===== src/logic/pac_pkg.sv =====
/*
 * pac_pkg: register map, field positions and clock-select codes of the
 * pulse accumulator control block.
 * Assumes a byte-addressed register port carrying 16-bit data words.
 */
`default_nettype none
package pac_pkg;
	localparam int PAC_VAL_W = 16;
	localparam int PAC_ADDR_W = 8;
	localparam int PAC_DIV256_W = 8;

	// register addresses
	localparam logic [7:0] PAC_DIR_ADDR = 8'h00;
	localparam logic [7:0] PAC_TSC_ADDR = 8'h06;
	localparam logic [7:0] PAC_CHAN_BASE = 8'h10;
	localparam logic [7:0] PAC_CHAN_STRIDE = 8'h02;
	localparam logic [7:0] PAC_CTRL_ADDR = 8'h20;
	localparam logic [7:0] PAC_FLAG_ADDR = 8'h21;
	localparam logic [7:0] PAC_COUNT_ADDR = 8'h22;

	// accum_control fields
	localparam int PAC_EN_BIT = 6;
	localparam int PAC_MODE_BIT = 5;
	localparam int PAC_POL_BIT = 4;
	localparam int PAC_CLK_HI = 3;
	localparam int PAC_CLK_LO = 2;
	localparam int PAC_OVF_IE_BIT = 1;
	localparam int PAC_IN_IE_BIT = 0;
	localparam logic [7:0] PAC_CTRL_MASK = 8'h7f;

	// accum_flag_register fields
	localparam int PAC_OVF_BIT = 1;
	localparam int PAC_IN_BIT = 0;

	// timer_system_control fields
	localparam int PAC_TEN_BIT = 7;
	localparam int PAC_FFCA_BIT = 4;

	localparam logic [7:0] PAC_CTRL_RESET = 8'h00;
	localparam logic [15:0] PAC_VALUE_RESET = 16'h0000;
	localparam logic [15:0] PAC_COUNT_MAX = 16'hffff;
	localparam logic [15:0] PAC_ONE = 16'h0001;
	localparam logic [7:0] PAC_DIV256_MAX = 8'hff;

	typedef enum logic [1:0] {
		PAC_CLK_PRESCALE = 2'b00,
		PAC_CLK_ACCUM = 2'b01,
		PAC_CLK_DIV256 = 2'b10,
		PAC_CLK_DIV65536 = 2'b11
	} pac_clksel_type;
endpackage : pac_pkg
`default_nettype wire


===== src/logic/pac_accum.sv =====
/*
 * pac_accum: pulse accumulator on the channel 7 pin, the timer counter
 * clock select and the capture/compare value registers of all channels.
 * Assumes: prescaler ticks, free-running count and capture strobes come
 * from logic on core_clk_i; only channel7_pin_i is asynchronous.
 */
// Chosen here: the plain strobed port.
`timescale 1ns/100ps
`default_nettype none
module pac_accum
	import pac_pkg::*;
#(
	parameter int NUM_CH = 8
) (
	input wire logic core_clk_i,
	input wire logic rst_n_i,
	input wire logic [PAC_ADDR_W-1:0] reg_addr_i,
	input wire logic [PAC_VAL_W-1:0] reg_wdata_i,
	input wire logic reg_wr_i,
	input wire logic reg_rd_i,
	output logic [PAC_VAL_W-1:0] reg_rdata_o,
	input wire logic channel7_pin_i,
	input wire logic prescale_tick_i,
	input wire logic div64_tick_i,
	input wire logic [PAC_VAL_W-1:0] timer_count_i,
	input wire logic [NUM_CH-1:0] capture_strobe_i,
	output logic [NUM_CH*PAC_VAL_W-1:0] channel_value_o,
	output logic [NUM_CH-1:0] channel_direction_o,
	output logic main_timer_enable_o,
	output logic timer_count_tick_o,
	output logic accum_clock_o,
	output logic irq_o
);
	typedef struct packed {
		logic sync1;
		logic sync2;
		logic pin_prev;
		logic [7:0] ctrl;
		logic main_timer_enable;
		logic fast_flag_clear;
		logic [NUM_CH-1:0] dir;
		logic [PAC_VAL_W-1:0] count;
		logic [1:0] flags;
		logic [PAC_VAL_W-1:0] div_cnt;
		logic [PAC_VAL_W-1:0] rdata;
		logic [NUM_CH-1:0][PAC_VAL_W-1:0] value;
	} pac_state_type;

	pac_state_type s;
	pac_state_type next_s;

	logic accum_enable;
	logic accum_mode_select;
	logic accum_polarity;
	pac_clksel_type clksel;
	logic pin_rise;
	logic pin_fall;
	logic sel_edge;
	logic gate_active;
	logic div64_ok;
	logic accum_clock;
	logic count_wr;
	logic count_access;
	logic overflow;
	logic tick256;
	logic tick65536;
	logic [1:0] flag_set;
	logic [1:0] flag_clr;
	logic [NUM_CH-1:0] chan_hit;
	logic [NUM_CH-1:0][PAC_VAL_W-1:0] next_value;

	assign accum_enable = s.ctrl[PAC_EN_BIT];
	assign accum_mode_select = s.ctrl[PAC_MODE_BIT];
	assign accum_polarity = s.ctrl[PAC_POL_BIT];
	assign clksel = pac_clksel_type'(s.ctrl[PAC_CLK_HI:PAC_CLK_LO]);

	// only the second synchroniser stage and its delayed copy are looked at
	assign pin_rise = s.sync2 & ~s.pin_prev;
	assign pin_fall = ~s.sync2 & s.pin_prev;
	// counting edge and trailing gate edge share the same polarity mapping
	assign sel_edge = accum_polarity ? pin_rise : pin_fall;
	assign gate_active = accum_polarity ? ~s.sync2 : s.sync2;
	assign div64_ok = div64_tick_i & s.main_timer_enable;
	assign accum_clock = accum_enable & (accum_mode_select ?
		(gate_active & div64_ok) : sel_edge);

	assign count_wr = reg_wr_i & (reg_addr_i == PAC_COUNT_ADDR);
	assign count_access = count_wr |
		(reg_rd_i & (reg_addr_i == PAC_COUNT_ADDR));
	// a software write of the count in the same cycle suppresses the wrap
	assign overflow = accum_clock & ~count_wr &
		(s.count == PAC_COUNT_MAX);

	assign tick256 = accum_clock &
		(s.div_cnt[PAC_DIV256_W-1:0] == PAC_DIV256_MAX);
	assign tick65536 = accum_clock & (s.div_cnt == PAC_COUNT_MAX);

	assign flag_set[PAC_OVF_BIT] = overflow;
	assign flag_set[PAC_IN_BIT] = accum_enable & sel_edge;
	always_comb begin
		flag_clr = 2'b00;
		if (reg_wr_i && reg_addr_i == PAC_FLAG_ADDR) begin
			flag_clr = reg_wdata_i[1:0];
		end
		if (s.fast_flag_clear && count_access) begin
			flag_clr = 2'b11;
		end
	end

	// selector is pure combinational logic on the stored field
	always_comb begin
		timer_count_tick_o = prescale_tick_i;
		if (accum_enable) begin
			case (clksel)
			PAC_CLK_PRESCALE: timer_count_tick_o = prescale_tick_i;
			PAC_CLK_ACCUM: timer_count_tick_o = accum_clock;
			PAC_CLK_DIV256: timer_count_tick_o = tick256;
			PAC_CLK_DIV65536: timer_count_tick_o = tick65536;
			default: timer_count_tick_o = prescale_tick_i;
			endcase
		end
	end

	genvar gi;
	generate
		for (gi = 0; gi < NUM_CH; gi++) begin : g_chan
			localparam logic [7:0] CH_ADDR =
				8'(PAC_CHAN_BASE + PAC_CHAN_STRIDE * gi);
			assign chan_hit[gi] = (reg_addr_i == CH_ADDR);
			always_comb begin
				next_value[gi] = s.value[gi];
				if (!s.dir[gi] && capture_strobe_i[gi]) begin
					next_value[gi] = timer_count_i;
				end else if (s.dir[gi] && reg_wr_i && chan_hit[gi]) begin
					next_value[gi] = reg_wdata_i;
				end
			end
		end
	endgenerate

	always_comb begin
		next_s = s;
		next_s.sync1 = channel7_pin_i;
		next_s.sync2 = s.sync1;
		next_s.pin_prev = s.sync2;
		next_s.value = next_value;
		next_s.flags = (s.flags & ~flag_clr) | flag_set; // set wins
		if (count_wr) begin
			next_s.count = reg_wdata_i;
		end else if (accum_clock) begin
			next_s.count = s.count + PAC_ONE;
		end
		if (accum_clock) begin
			next_s.div_cnt = s.div_cnt + PAC_ONE;
		end
		if (reg_wr_i) begin
			case (reg_addr_i)
			PAC_CTRL_ADDR: next_s.ctrl = reg_wdata_i[7:0] & PAC_CTRL_MASK;
			PAC_DIR_ADDR: next_s.dir = reg_wdata_i[NUM_CH-1:0];
			PAC_TSC_ADDR: begin
				next_s.main_timer_enable = reg_wdata_i[PAC_TEN_BIT];
				next_s.fast_flag_clear = reg_wdata_i[PAC_FFCA_BIT];
			end
			default: ;
			endcase
		end
		// read data stand for exactly one cycle after the strobe
		next_s.rdata = '0;
		if (reg_rd_i) begin
			case (reg_addr_i)
			PAC_CTRL_ADDR: next_s.rdata[7:0] = s.ctrl & PAC_CTRL_MASK;
			PAC_FLAG_ADDR: next_s.rdata[1:0] = s.flags;
			PAC_COUNT_ADDR: next_s.rdata = s.count;
			PAC_DIR_ADDR: next_s.rdata[NUM_CH-1:0] = s.dir;
			PAC_TSC_ADDR: begin
				next_s.rdata[PAC_TEN_BIT] = s.main_timer_enable;
				next_s.rdata[PAC_FFCA_BIT] = s.fast_flag_clear;
			end
			default: begin
				for (int i = 0; i < NUM_CH; i++) begin
					if (chan_hit[i]) begin
						next_s.rdata = s.value[i];
					end
				end
			end
			endcase
		end
	end

	always_ff @(posedge core_clk_i) begin
		if (!rst_n_i) begin
			s <= '0;
		end else begin
			s <= next_s;
		end
	end

	assign reg_rdata_o = s.rdata;
	assign channel_value_o = s.value;
	assign channel_direction_o = s.dir;
	assign main_timer_enable_o = s.main_timer_enable;
	assign accum_clock_o = accum_clock;
	assign irq_o = (s.flags[PAC_OVF_BIT] & s.ctrl[PAC_OVF_IE_BIT]) |
		(s.flags[PAC_IN_BIT] & s.ctrl[PAC_IN_IE_BIT]);
endmodule : pac_accum
`default_nettype wire


===== config.mk =====
export PLATFORM = sky130hd
export DESIGN_NAME = pac_accum
export DESIGN_NICKNAME = d
export VERILOG_FILES = /design/src/logic/pac_pkg.sv /design/src/logic/pac_accum.sv
export SDC_FILE = /design/constraint.sdc
export NUM_CORES = 1
export LEC_CHECK = 0
export BUFFER_PORTS_ARGS = -buffer_cell sky130_fd_sc_hd__buf_2
export CAP_MARGIN = 30
export CORE_MARGIN = 1.5
export CORE_UTILIZATION = 60
export CTS_BUF_LIST = sky130_fd_sc_hd__clkbuf_8
export DETAILED_ROUTE_END_ITERATION = 8
export PLACE_DENSITY = 0.91
export SLEW_MARGIN = 20
export SYNTH_ARGS = -nofsm -noshare
export SYNTH_HDL_FRONTEND = slang
export SYNTH_SLANG_ARGS = --single-unit

===== constraint.sdc =====
create_clock -name core_clk_i -period 5.2 [get_ports core_clk_i]
set_clock_uncertainty 0.2 [all_clocks]
set_input_delay 1.3 -clock core_clk_i [delete_from_list [all_inputs] [get_ports core_clk_i]]
set_output_delay 1.3 -clock core_clk_i [all_outputs]
set_load 0.02 [all_outputs]

### Word-level counts from Yosys, hierarchy flattened

Index checks and enable logic that the tools add are counted.

| storage, ports and cells | value |
|---|---|
| flip-flop bits (word level) | 198 |
| output and inout port bits | 156 |
| word-level logic and storage cells | 152 |

| cells by class | value |
|---|---|
| $add $sub $neg | 2 |
| equality and inequality tests | 18 |
| multiplexer cells | 39 |
| bitwise operators | 22 |
| reduce and logical (&&, ||, !) cells | 52 |

Operators with widths:

| operator | count |
|---|---|
| two-way mux 16 bit | 26 |
| equality test 8 x 5 -> 1 bit, second input constant | 8 |
| adder 16 x 1 -> 16 bit, second input constant | 2 |
| equality test 16 bit, second input constant | 2 |
| logical AND 1 bit | 26 |
| equality test 8 x 6 -> 1 bit, second input constant | 3 |
| nonzero test 2 bit | 9 |
| case mux 2 bit (4 select lines) | 2 |
| case mux 8 bit (2 select lines) | 1 |
| bitwise AND 1 bit | 14 |
| case mux 2 bit (5 select lines) | 1 |
| equality test 8 x 3 -> 1 bit, second input constant | 1 |
| equality test 8 bit, second input constant | 1 |
| logical NOT 1 bit | 8 |
| logical NOT 8 bit | 1 |
| case mux 1 bit (4 select lines) | 2 |
| AND reduction 2 bit | 4 |
| case mux 1 bit (5 select lines) | 1 |
| equality test 2 bit, second input constant | 2 |
| two-way mux 1 bit | 4 |
| two-way mux 2 bit | 2 |
| OR reduction 2 bit | 2 |
| OR reduction 4 bit | 1 |
| inverter 1 bit | 3 |
| other kinds (6) | 7 |

### Longest topological paths before layout

Gate-level depths: netlist of the first run.

| depth | value |
|---|---|
| depth in word-level cells | 10 |
| gate-level depth with buffers | 9 |
| depth with buffers taken out | 6 |

### Worst setup path before layout of the first run

Ideal clock, no wire load.

| path | value |
|---|---|
| kind | input port to output port |
| from | input port div64_tick_i |
| to | output port timer_count_tick_o |
| arrival time | 2.554 ns |
| required time | 3.700 ns |
| setup slack | 1.146 ns |
| stages | 6 |
| buffers on the path | 0 |
| cell sequence | nand2_1 -> o21ai_2 -> nand3_1 -> clkinv_1 -> mux2i_1 -> o221ai_1 |

| on the way | value |
|---|---|
| cells in the longest elaborated chain, start to end | 7 |
| elaborated cells between the ends (all ways) | 8 |

RTL lines:

| item | line | source |
|---|---|---|
| from (decl) | pac_accum.sv:24 | `input wire logic div64_tick_i,` |
| bitwise AND 1 bit (*) | pac_accum.sv:83 | `assign div64_ok = div64_tick_i & s.main_timer_enable;` |
| bitwise AND 1 bit (*) | pac_accum.sv:85 | `(gate_active & div64_ok) : sel_edge);` |
| two-way mux 1 bit (*) | pac_accum.sv:84 | `assign accum_clock = accum_enable & (accum_mode_select ?` |
| bitwise AND 1 bit (*) | pac_accum.sv:84 |  |
| via accum_clock_o | pac_accum.sv:31 | `output logic accum_clock_o,` |
| bitwise AND 1 bit (on tied branches) | pac_accum.sv:96, pac_accum.sv:94 |  |
| case mux 1 bit (4 select lines) (*) | pac_accum.sv:114 | `case (clksel)` |
| two-way mux 1 bit (*) | pac_accum.sv:113 | `if (accum_enable) begin` |
| to (decl) | pac_accum.sv:30 | `output logic timer_count_tick_o,` |

Mark *: on every way through the listed nets, which the timed path passes. The rest lies on a longest branch.

### Final worst setup path of the first run

| path | value |
|---|---|
| from | input port div64_tick_i |
| to | output port timer_count_tick_o |

| on the way | value |
|---|---|
| cells in the longest elaborated chain, start to end | 7 |
| elaborated cells between the ends (all ways) | 8 |

RTL lines:

| item | line |
|---|---|
| bitwise AND 1 bit (*) | pac_accum.sv:83 |
| bitwise AND 1 bit (*) | pac_accum.sv:85 |
| two-way mux 1 bit (*) | pac_accum.sv:84 |
| bitwise AND 1 bit (*) | pac_accum.sv:84 |
| bitwise AND 1 bit (on tied branches) | pac_accum.sv:96, pac_accum.sv:94 |
| case mux 1 bit (4 select lines) (*) | pac_accum.sv:114 |
| two-way mux 1 bit (*) | pac_accum.sv:113 |

Every way passes the cells marked *; elsewhere a longest branch is shown, timed or not.

==> results of run 1 <==
-- routing by layer --
metal / global-route usage (%) / wire (µm)
met3: 10.6 / 5340
met4: 18.4 / 2130
met5: 0 / 0
met2: 52.9 / 15400
met1: 48.4 / 14400
-- cells in the mapped netlist (5+ instances only) --
master    instances
nor2_1          173
nand2_1          58
inv_1             9
nor4_1            8
a21oi_1          52
nor2b_1          14
or3_1            14
buf_1            33
nand3_1          12
o221ai_1          7
o21ai_0          56
buf_4           154
a41o_1            6
and3_1           12
o22ai_1          12
or4_1             6
clkbuf_1         63
mux2i_1         156
a211oi_1        132
dfxtp_1         198
nand2b_1         11
buf_2            32
nand4_1          19
a31oi_1          11
xor2_1           13
mux2_2            5
xnor2_1           6
nor3_1           17
-- area by class of cell --
cell class | instances | area, µm²
tap | 234 | 293
fill | 1555 | 7010
clock buffer | 17 | 234
multi-input combinational | 875 | 5810
sequential | 198 | 3960
clock inverter | 15 | 170
inverter | 12 | 47.5
timing repair buffer | 233 | 1240
-- sequential cells by signal, indices dropped and copies added (netlist names) --
name / cells
accum_enable: 1
accum_mode_select: 1
accum_polarity: 1
channel_direction_o: 8
channel_value_o: 128
clksel: 2
main_timer_enable_o: 1
next_s: 2
reg_rdata_o: 16
s: 38
-- per-stage QoR --
step / utilization [%] / worst slack, ps / cell area [µm²] / instances / power, W
2_1_floorplan: - / 1150 / 11500 / 1369 / 0.00218
3_3_place_gp: 60.4 / 1120 / 11300 / 1550 / 0.00228
3_5_place_dp: 60.4 / 1050 / 11300 / 1550 / 0.00230
4_1_cts: 62.5 / 1040 / 11700 / 1582 / 0.00329
6_report: 62.7 / 1020 / 11800 / 1584 / 0.00333
5_1_grt: 62.7 / 834 / 11800 / 1584 / 0.00341
-- path summary, 6_finish.rpt --
path | slack, ps | depth (start not counted) | end
max | 1020 | 9 | timer_count_tick_o
min reg2reg | 240 | 1 | next_s[196]$_SDFF_PN0_
min | 240 | 1 | next_s[196]$_SDFF_PN0_
max reg2reg | 2680 | 5 | s[158]$_SDFFE_PN0P_
-- where the power goes --
part	internal, W	switching [W]	total (W)	leakage (nW)
clock network	0.000440	0.000595	0.00103	0.205
registers	0.00159	0.0000858	0.00168	1.63
logic	0.000204	0.000410	0.000614	3.19
total	0.00224	0.00109	0.00333	5.03
-- kinds of logic (layout without fill, tap and decap cells) --
group,count (synthesis),count (layout),synth area share (%)
muxes,161,161,14.1
and+or+nand+nor,373,373,15.7
adders and majority gates,2,2,0.218
buffers and inverters,296,277,15.2
AOI/OAI and AO/OA,320,320,18.9
DFF,198,198,34.5
xor gates and xnor gates,19,19,1.45
==> run_results.csv, run 1 <==
group,metric,value,unit
outcome,status,"complete, no violations",
die,dieHeight,141,µm
critical_path,crit_arrival,2680,ps
die,die_w,141,µm
clock_network,cts.repair.resized,0,
synth,synth_seq_area_share,34.5,%
sta,relSlewSlack,38.3,%
place,gp_congestion,0.999,
sta,fin_crit_sh,80.4,%
clock_network,clk_pin_slew_worst_paths,100,ps
synth,yosys.cell_types.count,68,
global_route,grt.overflow.total,0,
clock_network,clkLatencyLatePin,490,ps
route,drt-total-wl,37300,µm
clock_network,cts_tree,"built",
route,dr.first_iter.drc_count,1510,
sta,hold_viol_final,0,
synth,synth_area_per_cell,8.39,µm²
critical_path,r2r_start,"next_s[196]$_SDFF_PN0_",
global_route,grt_pass1_wl,55100,µm
route,vias,10600,
route,drc,0,
clock_network,postCtsHoldBufs,0,
critical_path,startpoint_type,"input pin",
synth,synthFlopType,"dfxtp_1",
place,dpl.hpwl,26800,µm
critical_path,path_max_fanout,18,
synth,syn_nets,1426,
critical_path,path_buf_inv,4,
route,wl_per_cell,23.6,µm
critical_path,crit_type,"input pin to output pin",
hold_path,worstHoldPathType,"flip-flop to flip-flop",
critical_path,critPathMaxStageDelay,240,ps
sta,holdWs,245,ps
place,port_buffers,210,
global_route,track_usage,36.1,%
route,drtAntennaViolNets,0,
die,coreArea,18800,µm²
die,rows,50,
synth,synthDominantCellAreaShare,34.5,%
sta,fmax,0.239,GHz
synth,synth.yosys.warnings,0,
clock_network,cts.sinks,198,
sta,maxSlewViolCount,0,
finish,antenna_cells,0,
die,die_area,20000,µm²
clock_network,cts_setup_buffers,0,
route,vias_per_cell,6.71,
finish,area_delta_synth_final,2.33,%
power,p_per_area,283,nW/µm²
global_route,grt_max_degree,83,
critical_path,cp.required,3700,ps
global_route,grt_pass1_vias,9452,
finish,mostFrequentLayoutCells,"buf_2, dfxtp_1, nor2_1",
global_route,antenna_found_initial,0,
synth,synth_seq_cells,198,
finish,layout-drive-gt1-share,21.8,%
sta,rsz0062_at_grt,"no",
synth,synth_edf_count,0,
sta,worst_slew_pin_slew,913,ps
die,ios,211,
die,initial_core_util,61.2,%
clock_network,htree_levels,4,
synth,synthArstFlopShare,0,%
power,peakVddDrop,0.183,mV
sta,setup_viol,0,
route,firstDrtPassIters,9,
synth,synth_area_leaders,"dfxtp_1, mux2i_1, buf_4",
critical_path,end_kind,"output pin",
hold_path,min_from,"next_s[197]$_SDFF_PN0_",
synth,synthesis.area,11500,µm²
critical_path,slowest_stage,"buf_4",
flow_run,cap_violations,0,
clock_network,cts-root-buf,"clkbuf_8",
synth,yosysTopAreaCell,"dfxtp_1",
power,p_leak,5.03,nW
sta,finalSetupTns,0,ps
critical_path,cp_cell_sequence,"buf_2 > nand2_1 > o21ai_2 > buf_4 > nand3_1 > clkinv_1 > mux2i_1 > o221ai_1 > buf_2",
critical_path,cpMostUsedCell,"buf_2",
critical_path,crit_family,"buffers and inverters",
critical_path,critPathLaunch,"div64_tick_i",
finish,mostFrequentLayoutCell,"buf_2",
clock_network,cts_buffers,17,
clock_network,cts_buffer_depth,2,
sta,fin_crit,4180,ps
finish,final_nets,1394,
synth,syn_inst,1369,
(Power assumes the default switching activity.)
==> inputs of run 2 (changes only) <==
- CORE_UTILIZATION: 60 -> 53
- PLACE_DENSITY: 0.91 -> 0.86
- clock period: 5.2 -> 3.5 ns (I/O delays scaled with it)
==> run_results.csv, run 2 (synthesis gave the netlist of run 1 again) <==
group,metric,value,unit
outcome,status,"complete, no violations",
critical_path,crit_family,"compound AO/OA/AOI/OAI gates",
critical_path,crit_type,"flip-flop to output pin",
critical_path,r2r_start,"main_timer_enable_o$_SDFFE_PN0P_",
power,p_clk_share,30.0,%
finish,antenna_cells,0,
hold_path,min_from,"next_s[197]$_SDFF_PN0_",
route,wl_per_cell,23.4,µm
critical_path,cp_cell_sequence,"nor2b_1 > a221o_1 > nand3_1 > clkinv_1 > mux2i_1 > o221ai_1 > buf_2",
clock_network,cts_buffer_depth,2,
sta,maxSlewViolCount,0,
die,dieHeight,150,µm
global_route,antenna_found_initial,1,
die,ios,211,
finish,mostFrequentLayoutCells,"buf_2, dfxtp_1, nor2_1",
power,p_switching,0.00161,W
power,swShare,33.0,%
sta,fin_crit_sh,96.2,%
route,vias_per_cell,6.38,
die,coreArea,21200,µm²
place,dpl.hpwl,28200,µm
sta,relSlewSlack,40.5,%
finish,area_delta_synth_final,3.90,%
sta,finalSetupTns,0,ps
critical_path,critPathMaxStageDelay,420,ps
place,gp_congestion,0.991,
sta,worst_slew_pin_slew,884,ps
route,drc,0,
critical_path,worst-r2r-cell-count,6,
sta,setup_viol,0,
power,p_per_area,409,nW/µm²
route,dr.first_iter.drc_count,1330,
power,pwr-share-seq,51.1,%
global_route,grt.overflow.total,0,
die,die_w,150,µm
route,firstDrtPassIters,5,
finish,layout-drive-gt1-share,22.7,%
global_route,grt_pass1_wl,56800,µm
route,drtAntennaViolNets,0,
hold_path,min_path_cells,1,
clock_network,htree_levels,4,
critical_path,regToRegSetupSlack,1330,ps
critical_path,cp.required,2420,ps
critical_path,end_kind,"output pin",
clock_network,postCtsHoldBufs,0,
power,p_int,0.00327,W
critical_path,slowest_stage,"a221o_1",
finish,largest_reg_flops,128,
flow_run,cap_violations,0,
route,vias,10500,
sta,fmax,0.297,GHz
global_route,grt_max_degree,69,
global_route,track_usage,33.7,%
critical_path,critPathLaunch,"next_s[196]$_SDFF_PN0_",
die,rows,53,
critical_path,crit_arrival,2290,ps
finish,final_nets,1412,
clock_network,clkLatencyLatePin,490,ps
power,p_comb_share,19.0,%
sta,fin_crit,3370,ps
die,initial_core_util,54.3,%
critical_path,startpoint_type,"flip-flop",
finish,stdcell_count,1643,
place,port_buffers,210,
route,drt-total-wl,38400,µm
critical_path,r2r_end,"s[157]$_SDFFE_PN0P_",
hold_path,worstHoldPathType,"flip-flop to flip-flop",
clock_network,cts-root-buf,"clkbuf_8",
critical_path,path_max_fanout,6,
clock_network,cts.sinks,198,
hold_path,worstHoldEndpoint,"next_s[196]$_SDFF_PN0_",
clock_network,cts_tree,"built",
clock_network,cts_buffers,17,
place,numPlacedInstances,1611,
critical_path,path_buf_inv,2,
power,peakVddDrop,0.251,mV
clock_network,clk_pin_slew_worst_paths,100,ps
finish,mostFrequentLayoutCell,"buf_2",
die,die_area,22600,µm²
global_route,grt_pass1_vias,9552,
power,p_leak,5.11,nW
sta,rsz0062_at_grt,"no",
sta,hold_viol_final,0,
[run 2: timing repair]
item                       4_1_cts  5_1_grt
buffers inserted                 0        0
setup endpoints to repair        0        1
resized for setup                0        1
[run 2: worst max path at each step]
stage / to / depth (start not counted)
4_1_cts: timer_count_tick_o / 7
5_1_grt: timer_count_tick_o / 7
3_5_place_dp: reg_rdata_o[1]$_SDFF_PN0_ / 7
2_1_floorplan: timer_count_tick_o / 6
3_3_place_gp: reg_rdata_o[1]$_SDFF_PN0_ / 7
6_report: timer_count_tick_o / 7
[run 2: per-stage QoR]
step	power (W)	setup slack [ps]	hold WS, ps	utilization (%)	instance area [µm²]
3_3_place_gp	0.00342	102	218	54.6	11600
2_1_floorplan	0.00324	296	212	-	11500
4_1_cts	0.00485	128	251	56.4	11900
5_1_grt	0.00502	3.54	278	56.4	11900
6_report	0.00488	132	245	56.4	11900
3_5_place_dp	0.00344	67.9	227	54.6	11600
[run 2: routing by layer]
metal / share of wire, % / global-route usage (%) / wire, µm / up-vias
met3: 13 / 8.73 / 4810 / 101
met1: 42 / 47.5 / 16100 / 4982
li1: - / - / - / 4722
met2: 42 / 47.9 / 16000 / 669
met5: 0.036 / 0 / 14 / -
met4: 3.9 / 15.3 / 1490 / 2
[run 2: power by group through the flow]
stage	Sequential, W	Clock [W]	Combinational [W]
global route	0.00250	0.00155	0.000979
floorplan	0.00248	0	0.000760
detailed placement	0.00253	0	0.000904
CTS	0.00248	0.00146	0.000908
finish	0.00249	0.00146	0.000925
global placement	0.00253	0	0.000886
[run 2: worst reg2reg max path, stage by stage, from the launching register on]
cell and delay, ps:
dfxtp_1 460, nand2_1 110, o21ai_2 180, buf_4 250, nand4_2 270, or4_1 480
a21oi_1 150
[run 2: layout make-up]
type,instances,area [µm²]
Clock buffer,18,248
Clock inverter,14,131
Fill cell,1894,9210
Inverter,12,47.5
Multi-Input combinational cell,875,5810
Sequential cell,198,3970
Tap cell,275,344
Timing Repair Buffer,251,1400
